[src/asrc_defs.svh]
// Timing and geometry constants for the asynchronous SRAM host controller.
// Assumes a 40 MHz system clock; times are in ns, counts in clock cycles.
`ifndef ASRC_DEFS_SVH
`define ASRC_DEFS_SVH

`define ASRC_ADDR_W 15
`define ASRC_DATA_W 8
`define ASRC_CLK_PERIOD_NS 25
// Slowest speed grade figures, so one controller serves every grade
`define ASRC_READ_CYCLE_TIME_NS 100
`define ASRC_WRITE_CYCLE_TIME_NS 100
`define ASRC_ADDR_TO_END_NS 90
`define ASRC_WRITE_PULSE_NS 65
`define ASRC_WRITE_DATA_SETUP_NS 35
`define ASRC_STROBE_TO_FLOAT_DELAY_NS 45
`define ASRC_OE_FLOAT_NS 45
// Least times round up
`define ASRC_READ_CYC \
    ((`ASRC_READ_CYCLE_TIME_NS + `ASRC_CLK_PERIOD_NS - 1) \
    / `ASRC_CLK_PERIOD_NS)
`define ASRC_WP_CYC \
    ((`ASRC_ADDR_TO_END_NS + `ASRC_CLK_PERIOD_NS - 1) \
    / `ASRC_CLK_PERIOD_NS)
`define ASRC_FLOAT_CYC \
    ((`ASRC_STROBE_TO_FLOAT_DELAY_NS + `ASRC_CLK_PERIOD_NS - 1) \
    / `ASRC_CLK_PERIOD_NS)
`define ASRC_TURN_CYC \
    ((`ASRC_OE_FLOAT_NS + `ASRC_CLK_PERIOD_NS - 1) \
    / `ASRC_CLK_PERIOD_NS)

`endif

[src/asrc_pkg.sv]
// Types for the asynchronous SRAM host controller.
// Assumes asrc_defs.svh is on the include path.
`include "asrc_defs.svh"

package asrc_pkg;

    typedef struct packed {
        logic write;
        logic [`ASRC_ADDR_W-1:0] addr;
        logic [`ASRC_DATA_W-1:0] wdata;
    } asrc_req_t;

    typedef struct packed {
        logic chip_sel_n;
        logic out_en_n;
        logic write_n;
        logic [`ASRC_ADDR_W-1:0] address_inputs;
    } asrc_pins_t;

    typedef enum logic [2:0] {
        ST_IDLE = 3'b000,
        ST_READ = 3'b001,
        ST_WSET = 3'b010,
        ST_WPULSE = 3'b011,
        ST_TURN = 3'b100
    } asrc_state_t;

endpackage

[src/asrc_ctrl.sv]
// Host-side controller for a 32K x 8 asynchronous static RAM.
// Assumes the RAM pins are wired to pins_o and the data line triplet;
// the testbench resolves the shared data lines from the enables.
// Summary of operation
// - Host keeps address stable for the whole write cycle.
// - Host holds output enable high throughout every write cycle.
// - Read cycle at least 70, 90 or 100 ns; data valid within it.
// - Address valid at least 65, 80 or 90 ns before write end.
// - Write data set up 30, 30 or 35 ns before end; zero hold.
`timescale 1ns/1ps
`default_nettype none
`include "asrc_defs.svh"

module asrc_ctrl
    import asrc_pkg::*;
(
    input wire logic sys_clk,
    input wire logic sys_rst,
    input wire logic req_valid,
    input wire asrc_pkg::asrc_req_t req,
    output logic req_ready,
    output logic [`ASRC_DATA_W-1:0] rdata,
    output logic rdata_valid,
    output asrc_pkg::asrc_pins_t pins_o,
    input wire logic [`ASRC_DATA_W-1:0] data_lines_i,
    output logic [`ASRC_DATA_W-1:0] data_lines_o,
    output logic data_lines_oe_n
);
    import asrc_pkg::*;

    localparam logic [3:0] READ_CYC = 4'(`ASRC_READ_CYC);
    localparam logic [3:0] WP_CYC = 4'(`ASRC_WP_CYC);
    localparam logic [3:0] TURN_CYC = 4'(`ASRC_TURN_CYC);

    asrc_state_t state_reg;
    logic [3:0] cnt_reg;

    ////////////////////////////////////////////////////////////////////////
    // Sequencer

    always_ff @(posedge sys_clk or posedge sys_rst)
    begin
        if (sys_rst)
        begin
            state_reg <= ST_IDLE;
            cnt_reg <= 4'h0;
        end
        else
        begin
            unique case (state_reg)
                ST_IDLE:
                begin
                    if (req_valid)
                    begin
                        cnt_reg <= 4'h0;
                        // Writes get one setup cycle so write falls after
                        // select with output enable already high
                        state_reg <= req.write ? ST_WSET : ST_READ;
                    end
                end
                ST_READ:
                begin
                    cnt_reg <= cnt_reg + 4'h1;
                    if (cnt_reg == READ_CYC - 4'h1)
                    begin
                        cnt_reg <= 4'h0;
                        state_reg <= ST_TURN;
                    end
                end
                ST_WSET:
                begin
                    state_reg <= ST_WPULSE;
                end
                ST_WPULSE:
                begin
                    cnt_reg <= cnt_reg + 4'h1;
                    if (cnt_reg == WP_CYC - 4'h1)
                    begin
                        cnt_reg <= 4'h0;
                        state_reg <= ST_TURN;
                    end
                end
                ST_TURN:
                begin
                    // Memory output float time before the next owner drives
                    cnt_reg <= cnt_reg + 4'h1;
                    if (cnt_reg == TURN_CYC - 4'h1)
                    begin
                        cnt_reg <= 4'h0;
                        state_reg <= ST_IDLE;
                    end
                end
                default:
                begin
                    state_reg <= ST_IDLE;
                end
            endcase
        end
    end

    ////////////////////////////////////////////////////////////////////////
    // Pins

    always_ff @(posedge sys_clk or posedge sys_rst)
    begin
        if (sys_rst)
        begin
            pins_o.chip_sel_n <= 1'b1;
            pins_o.out_en_n <= 1'b1;
            pins_o.write_n <= 1'b1;
            pins_o.address_inputs <= '0;
            data_lines_o <= '0;
            data_lines_oe_n <= 1'b1;
        end
        else
        begin
            if (state_reg == ST_IDLE && req_valid)
            begin
                // Address only moves while write is high
                pins_o.address_inputs <= req.addr;
                data_lines_o <= req.wdata;
                pins_o.chip_sel_n <= 1'b0;
                pins_o.out_en_n <= req.write;
                data_lines_oe_n <= ~req.write;
            end
            else if (state_reg == ST_WSET)
            begin
                pins_o.write_n <= 1'b0;
            end
            else if (state_reg == ST_WPULSE && cnt_reg == WP_CYC - 4'h1)
            begin
                // Write and select rise together; data held one more cycle
                pins_o.write_n <= 1'b1;
                pins_o.chip_sel_n <= 1'b1;
            end
            else if (state_reg == ST_READ && cnt_reg == READ_CYC - 4'h1)
            begin
                pins_o.chip_sel_n <= 1'b1;
                pins_o.out_en_n <= 1'b1;
            end
            else if (state_reg == ST_TURN)
            begin
                data_lines_oe_n <= 1'b1;
            end
        end
    end

    ////////////////////////////////////////////////////////////////////////
    // Read capture and handshake

    always_ff @(posedge sys_clk or posedge sys_rst)
    begin
        if (sys_rst)
        begin
            rdata <= '0;
            rdata_valid <= 1'b0;
        end
        else
        begin
            // Sample at the last cycle of the full read time, which covers
            // both the select and output-enable access delays
            rdata_valid <= state_reg == ST_READ && cnt_reg == READ_CYC - 4'h1;
            if (state_reg == ST_READ && cnt_reg == READ_CYC - 4'h1)
            begin
                rdata <= data_lines_i;
            end
        end
    end

    always_ff @(posedge sys_clk or posedge sys_rst)
    begin
        if (sys_rst)
        begin
            req_ready <= 1'b0;
        end
        else
        begin
            req_ready <= state_reg == ST_TURN && cnt_reg == TURN_CYC - 4'h1;
        end
    end

    ////////////////////////////////////////////////////////////////////////
    // Checks

    no_oe_write_a: assert property (
        @(posedge sys_clk) disable iff (sys_rst)
        !pins_o.write_n |-> pins_o.out_en_n)
        else $error("output enable low during write");

    addr_stable_a: assert property (
        @(posedge sys_clk) disable iff (sys_rst)
        !pins_o.write_n |=> $stable(pins_o.address_inputs) || pins_o.write_n)
        else $error("address moved during write");

    write_pulse_a: assert property (
        @(posedge sys_clk) disable iff (sys_rst)
        $fell(pins_o.write_n) |-> !pins_o.write_n [*4])
        else $error("write pulse too short");

    data_hold_a: assert property (
        @(posedge sys_clk) disable iff (sys_rst)
        $rose(pins_o.write_n) |-> !data_lines_oe_n)
        else $error("write data released before write end");

    read_len_a: assert property (
        @(posedge sys_clk) disable iff (sys_rst)
        $fell(pins_o.chip_sel_n) && pins_o.out_en_n == 1'b0
        |-> !pins_o.chip_sel_n [*4])
        else $error("read cycle too short");

    read_done_a: assert property (
        @(posedge sys_clk) disable iff (sys_rst)
        $fell(pins_o.chip_sel_n) && !pins_o.out_en_n |-> ##4 rdata_valid)
        else $error("read data not captured at cycle end");

    no_contend_a: assert property (
        @(posedge sys_clk) disable iff (sys_rst)
        !pins_o.out_en_n |-> data_lines_oe_n)
        else $error("host drives while memory output enabled");

    idle_standby_a: assert property (
        @(posedge sys_clk) disable iff (sys_rst)
        state_reg == ST_IDLE |-> pins_o.chip_sel_n)
        else $error("select active while idle");

endmodule // asrc_ctrl

`default_nettype wire

[config.mk]
export PLATFORM = sky130hd
export DESIGN_NAME = asrc_ctrl
export DESIGN_NICKNAME = d
export VERILOG_FILES = /design/src/asrc_pkg.sv /design/src/asrc_ctrl.sv
export VERILOG_INCLUDE_DIRS = /design/src
export SDC_FILE = /design/constraint.sdc
export NUM_CORES = 1
export LEC_CHECK = 0
export ABC_AREA = 1
export BUFFER_PORTS_ARGS = -buffer_cell sky130_fd_sc_hd__buf_2
export CAP_MARGIN = 20
export CORE_UTILIZATION = 25
export DETAILED_ROUTE_END_ITERATION = 12
export PLACE_DENSITY = 0.46
export REMOVE_ABC_BUFFERS = 1
export SKIP_LAST_GASP = 1
export SLEW_MARGIN = 20
export SYNTH_ARGS = -nofsm -noshare
export SYNTH_HDL_FRONTEND = slang
export SYNTH_SLANG_ARGS = --single-unit
[constraint.sdc]
create_clock -name sys_clk -period 1.6 [get_ports sys_clk]
set_input_delay 0.08 -clock sys_clk [delete_from_list [all_inputs] [get_ports sys_clk]]
set_output_delay 0.08 -clock sys_clk [all_outputs]
set_load 0.005 [all_outputs]
* Yosys cells after proc, flatten, opt, wreduce, memory -nomap -nowiden
Cells that the tools add are included.
Word-level totals: input bits 35, logic and storage cells 64, output and inout port bits 37, register bits 44
Operators by class: reductions and logical operators 17, bitwise logic cells 2, equal/unequal tests 12, multiplexer cells 21, $add $sub $neg 1
Operators by type and width (number):
- 4-bit two-way mux | 3
- 3-bit case mux with 4 select lines | 1
- 4-bit case mux with 3 select lines | 1
- 2-bit inequality test (second input constant) | 5
- 1-bit two-way mux | 9
- 3-bit two-way mux | 3
- 2-bit two-way mux | 4
- 3-bit by 2-bit equality test with 1-bit output (second input constant) | 2
- 2-bit AND reduction | 3
- 3-bit AND reduction | 2
- 2-bit nonzero test | 3
- 3-bit nonzero test | 2
- 4-bit by 1-bit adder with 4-bit output (second input constant) | 1
- 4-bit by 1-bit equality test with 1-bit output (second input constant) | 1
- 4-bit by 2-bit equality test with 1-bit output (second input constant) | 1
- 1-bit logical AND | 4
- 4-bit AND reduction | 1
- 3-bit by 1-bit equality test with 1-bit output (second input constant) | 1
- 3-bit equality test (second input constant) | 1
- 3-bit logical NOT | 1
- 2-bit by 1-bit inequality test with 1-bit output (second input constant) | 1
- 1-bit inverter | 2
- 2-bit OR reduction | 1

* Depth between registers and ports, before layout
depth in word-level cells 6, gate-level depth with buffers 7, mapped depth without buffers 7

* Least setup slack after synthesis
Ideal clock, no wire load.
kind flip-flop to flip-flop, start point register cnt_reg[0], end point register pins_o[17] (netlist bit), required time 1538 ps, stages on the path, launching flop included 8, slack 389 ps, arrival time 1150 ps, clock period less this slack 1211 ps, buffers on the path 1, setup time 62 ps, cell sequence dfrtp_1 > ha_1 > nand2_1 > nor2_1 > buf_4 > nor2_2 > nand3_1 > nand2_1
On the way: longest elaborated chain between the ends 5, elaborated cells between the ends (all ways) 8, classes of those cells 1 x eq/ne; 3 x mux; 4 x reduce/logical
Ends and longest elaborated chain:
- start: declaration | RTL line asrc_ctrl.sv:36 | logic [3:0] cnt_reg;
- start signal: assignment | RTL line asrc_ctrl.sv:63 | cnt_reg <= cnt_reg + 4'h1;
- start signal: assignment | RTL line asrc_ctrl.sv:76 | cnt_reg <= cnt_reg + 4'h1;
- start signal: assignment | RTL line asrc_ctrl.sv:86 | cnt_reg <= cnt_reg + 4'h1;
- 4-bit by 2-bit equality test with 1-bit output * | RTL line asrc_ctrl.sv:130, asrc_ctrl.sv:136
- 1-bit logical AND | RTL line asrc_ctrl.sv:130 | else if (state_reg == ST_WPULSE && cnt_reg == WP_CYC - 4'h1)
- 1-bit two-way mux | RTL line asrc_ctrl.sv:130
- 2-bit two-way mux | RTL line asrc_ctrl.sv:126 | else if (state_reg == ST_WSET)
- 2-bit two-way mux | RTL line asrc_ctrl.sv:117 | if (state_reg == ST_IDLE && req_valid)
- end: declaration | RTL line asrc_ctrl.sv:24 | output asrc_pkg::asrc_pins_t pins_o,
Every way passes the cells marked *; elsewhere a longest branch is shown, timed or not. The select of a mux whose other input is x is not followed. A chain may end at the register's enable or synchronous reset.

* Worst setup path after layout
start point register state_reg[1], end point register data_lines_oe_n
On the way: longest elaborated chain between the ends 4, elaborated cells between the ends (all ways) 14, classes of those cells 7 x eq/ne; 1 x mux; 6 x reduce/logical
Ends and longest elaborated chain:
- start: declaration | RTL line asrc_ctrl.sv:35 | asrc_state_t state_reg;
- start signal: assignment | RTL line asrc_ctrl.sv:58 | state_reg <= req.write ? ST_WSET : ST_READ;
- 3-bit by 1-bit equality test with 1-bit output, or another cell as far along | RTL line asrc_ctrl.sv:136 | else if (state_reg == ST_READ && cnt_reg == READ_CYC - 4'h1)
- 1-bit logical AND, on equally long branches | RTL line asrc_ctrl.sv:136, asrc_ctrl.sv:117, asrc_ctrl.sv:130
- 2-bit inequality test (no line) or 2-bit nonzero test (tied branches)
- 4-bit AND reduction (no line)
- end signal: assignment | RTL line asrc_ctrl.sv:124 | data_lines_oe_n <= ~req.write;
- end: declaration | RTL line asrc_ctrl.sv:27 | output logic data_lines_oe_n
Several ways; a longest one is shown, not always the timed one.

==> results.sh <==
export IMPL_synth_cell_type_count=20
export IMPL_reg_largest_list="pins_o: 18 flops, data_lines_o: 8 flops, rdata: 8 flops"
export IMPL_whs_ns=0.0126
export IMPL_rsz0062_at_grt="no"
export IMPL_ys_warn_count=0
export IMPL_die_width_um=88.9
export IMPL_cts_resized=0
export IMPL_largest_reg_flops=18
export IMPL_hold_path_class="primary input to flip-flop"
export IMPL_post_cts_buffers=0
export IMPL_grt_overflow=0
export IMPL_fin_area_um2=2790
export IMPL_crit_type="flip-flop to flip-flop"
export IMPL_cts_root_buf="clkbuf_8"
export IMPL_finalSetupViolCount=0
export IMPL_regMostFlops="pins_o"
export IMPL_cp_max_fo=26
export IMPL_nets=366
export IMPL_period_needed_ns=1.40
export IMPL_ys_seq_elements=44
export IMPL_path_clk_slew_ns=0.08
export IMPL_grt_pass1_vias=1557
export IMPL_syn_avg_cell_area_um2=8.62
export IMPL_syn2layout_area_growth_pct=47.7
export IMPL_final_seq_area_um2=1110
export IMPL_top_level_ports=72
export IMPL_io_buffers=71
export IMPL_multi_input_area_um2=679
export IMPL_cts_max_level=2
export IMPL_antenna_left=0
export IMPL_ys_flop_type="dfrtp_1"
export IMPL_outcome="complete, no violations"
export IMPL_drc=0
export IMPL_die_area_um2=7900
export IMPL_core_area_um2=7290
export IMPL_tightest_slew_ns=0.564
export IMPL_leakage_uw=0.00154
export IMPL_synthCells=219
export IMPL_tns_ns=0
export IMPL_endpoint_kind="flip-flop"
export IMPL_cts_buffers_inserted=5
export IMPL_async_flop_share=1.00
export IMPL_die_h_um=88.9
export IMPL_initial_core_util=0.259
export IMPL_grtUsageTotal=0.121
export IMPL_timing_fmax_ghz=0.715
export IMPL_fill_cells=795
export IMPL_drive_above_1_share=0.286
export IMPL_antenna_diode_count=0
export IMPL_antenna_found_initial=0
export IMPL_cp_required_ns=1.81
export IMPL_ir_drop_uv=463
export IMPL_finalWirelength_um=4430
export IMPL_place_hpwl_um=3140
export IMPL_ctsHoldBuffers=31
export IMPL_arrival_ns=1.61
export IMPL_synth_edf_count=0
export IMPL_layout_commonest_cell="nand2_1"
export IMPL_place_congestion=0.771
export IMPL_dr_pass1_iters=4
export IMPL_maxSlewHeadroom=0.620
export IMPL_fin_skew_ns=0.00793
export IMPL_total_power_uw=4470
export IMPL_wl_per_cell_um=10.4
export IMPL_r2r_worst_path_cells=6
export IMPL_hold_path_depth=3
export IMPL_synth_area_um2=1890
export IMPL_clock_latency_ns=0.29
export IMPL_vias=1704
export IMPL_mostFrequentLayoutCells="nand2_1 (114), buf_2 (71), dfrtp_1 (40), dlygate4sd3_1 (31), nand3_1 (13)"
export IMPL_finalHoldViolations=0
export IMPL_ys_seq_area_frac=0.586
export IMPL_cap_viol_max_count=0
export IMPL_slew_viol_final=0
export IMPL_startpoint_type="flip-flop"
export IMPL_power_density_nw_per_um2=1600
export IMPL_grt_pass1_wl_um=7240
export IMPL_viasPerCell=3.98
export IMPL_drt_iter0_drc=68
export IMPL_grt_max_degree=28
export IMPL_final_util=0.382
export IMPL_post_dp_cell_area_um2=2370
export IMPL_cts_tree="built"
export IMPL_finalCritPeriodShare=0.874
export IMPL_core_rowCount=31
export IMPL_clk_path_buf_depth=2
export IMPL_cts_sink_count=44
[layout make-up]
| class | instances | share of cell area |
|---|---|---|
| tap | 99 | 0.0444 |
| timing repair buffer | 107 | 0.257 |
| clock buffer | 7 | 0.0274 |
| sequential | 44 | 0.397 |
| clock inverter | 1 | 0.0108 |
| multi-input combinational | 155 | 0.244 |
| inverter | 15 | 0.0202 |
[where the power goes]
part	internal, µW	leakage (µW)	switching, µW
Sequential	1630	0.000539	289
Combinational	759	0.000953	962
Clock	467	0.0000524	361
[synth_stat cells, types with 3 or more instances]
cell type,number,area share
nand2_1,114,0.23
dfrtp_1,40,0.53
inv_1,13,0.026
nand3_1,13,0.034
nor2_1,8,0.016
dfstp_2,4,0.056
o21ai_0,4,0.011
a21oi_1,3,0.0080
buf_4,3,0.012
ha_1,3,0.020
[logic make-up after synthesis]
group | Yosys count | share of synthesized area
xor gates and xnor gates | 1 | 0.00464
AOI/OAI and AO/OA | 9 | 0.0252
and+or+nand+nor | 142 | 0.310
DFF | 44 | 0.586
adders and majority gates | 3 | 0.0199
buffers and inverters | 20 | 0.0537
[per-layer routing]
layer / wire [µm] / part of all wire / up-vias / global-route usage
met5: 0 / 0 / - / 0
met4: 80 / 0.018 / 0 / 0.0484
met3: 170 / 0.038 / 5 / 0.0280
met2: 2030 / 0.46 / 40 / 0.190
met1: 2150 / 0.49 / 769 / 0.161
li1: - / - / 890 / -
[critical path: stages, from the launching register on]
cell and delay, ns:
dfrtp_1 0.46, nor2_4 0.08, nand2_2 0.12, nor2_8 0.05, inv_2 0.34, o21ai_0 0.15, o21ai_0 0.11
[metrics by stage]
stage / setup WS [ns] / cells
2_1_floorplan: 0.0680 / 214
3_3_place_gp: 0.201 / 389
3_5_place_dp: 0.223 / 389
4_1_cts: 0.186 / 428
5_1_grt: 0.0674 / 428
6_report: 0.201 / 428
[final timing paths]
kind,start,to,slack (ns)
worst max-delay path,state_reg[1],data_lines_oe_n,0.20
max in group asynchronous,sys_rst,data_lines_oe_n,0.74
worst max register to register,state_reg[1],data_lines_oe_n,0.20
worst min register to register,pins_o[16],pins_o[16],0.47
min in group asynchronous,sys_rst,rdata[6],0.31
worst min-delay path,req[9],pins_o[1],0.01
No activity file was read; power rests on OpenSTA's default activity.
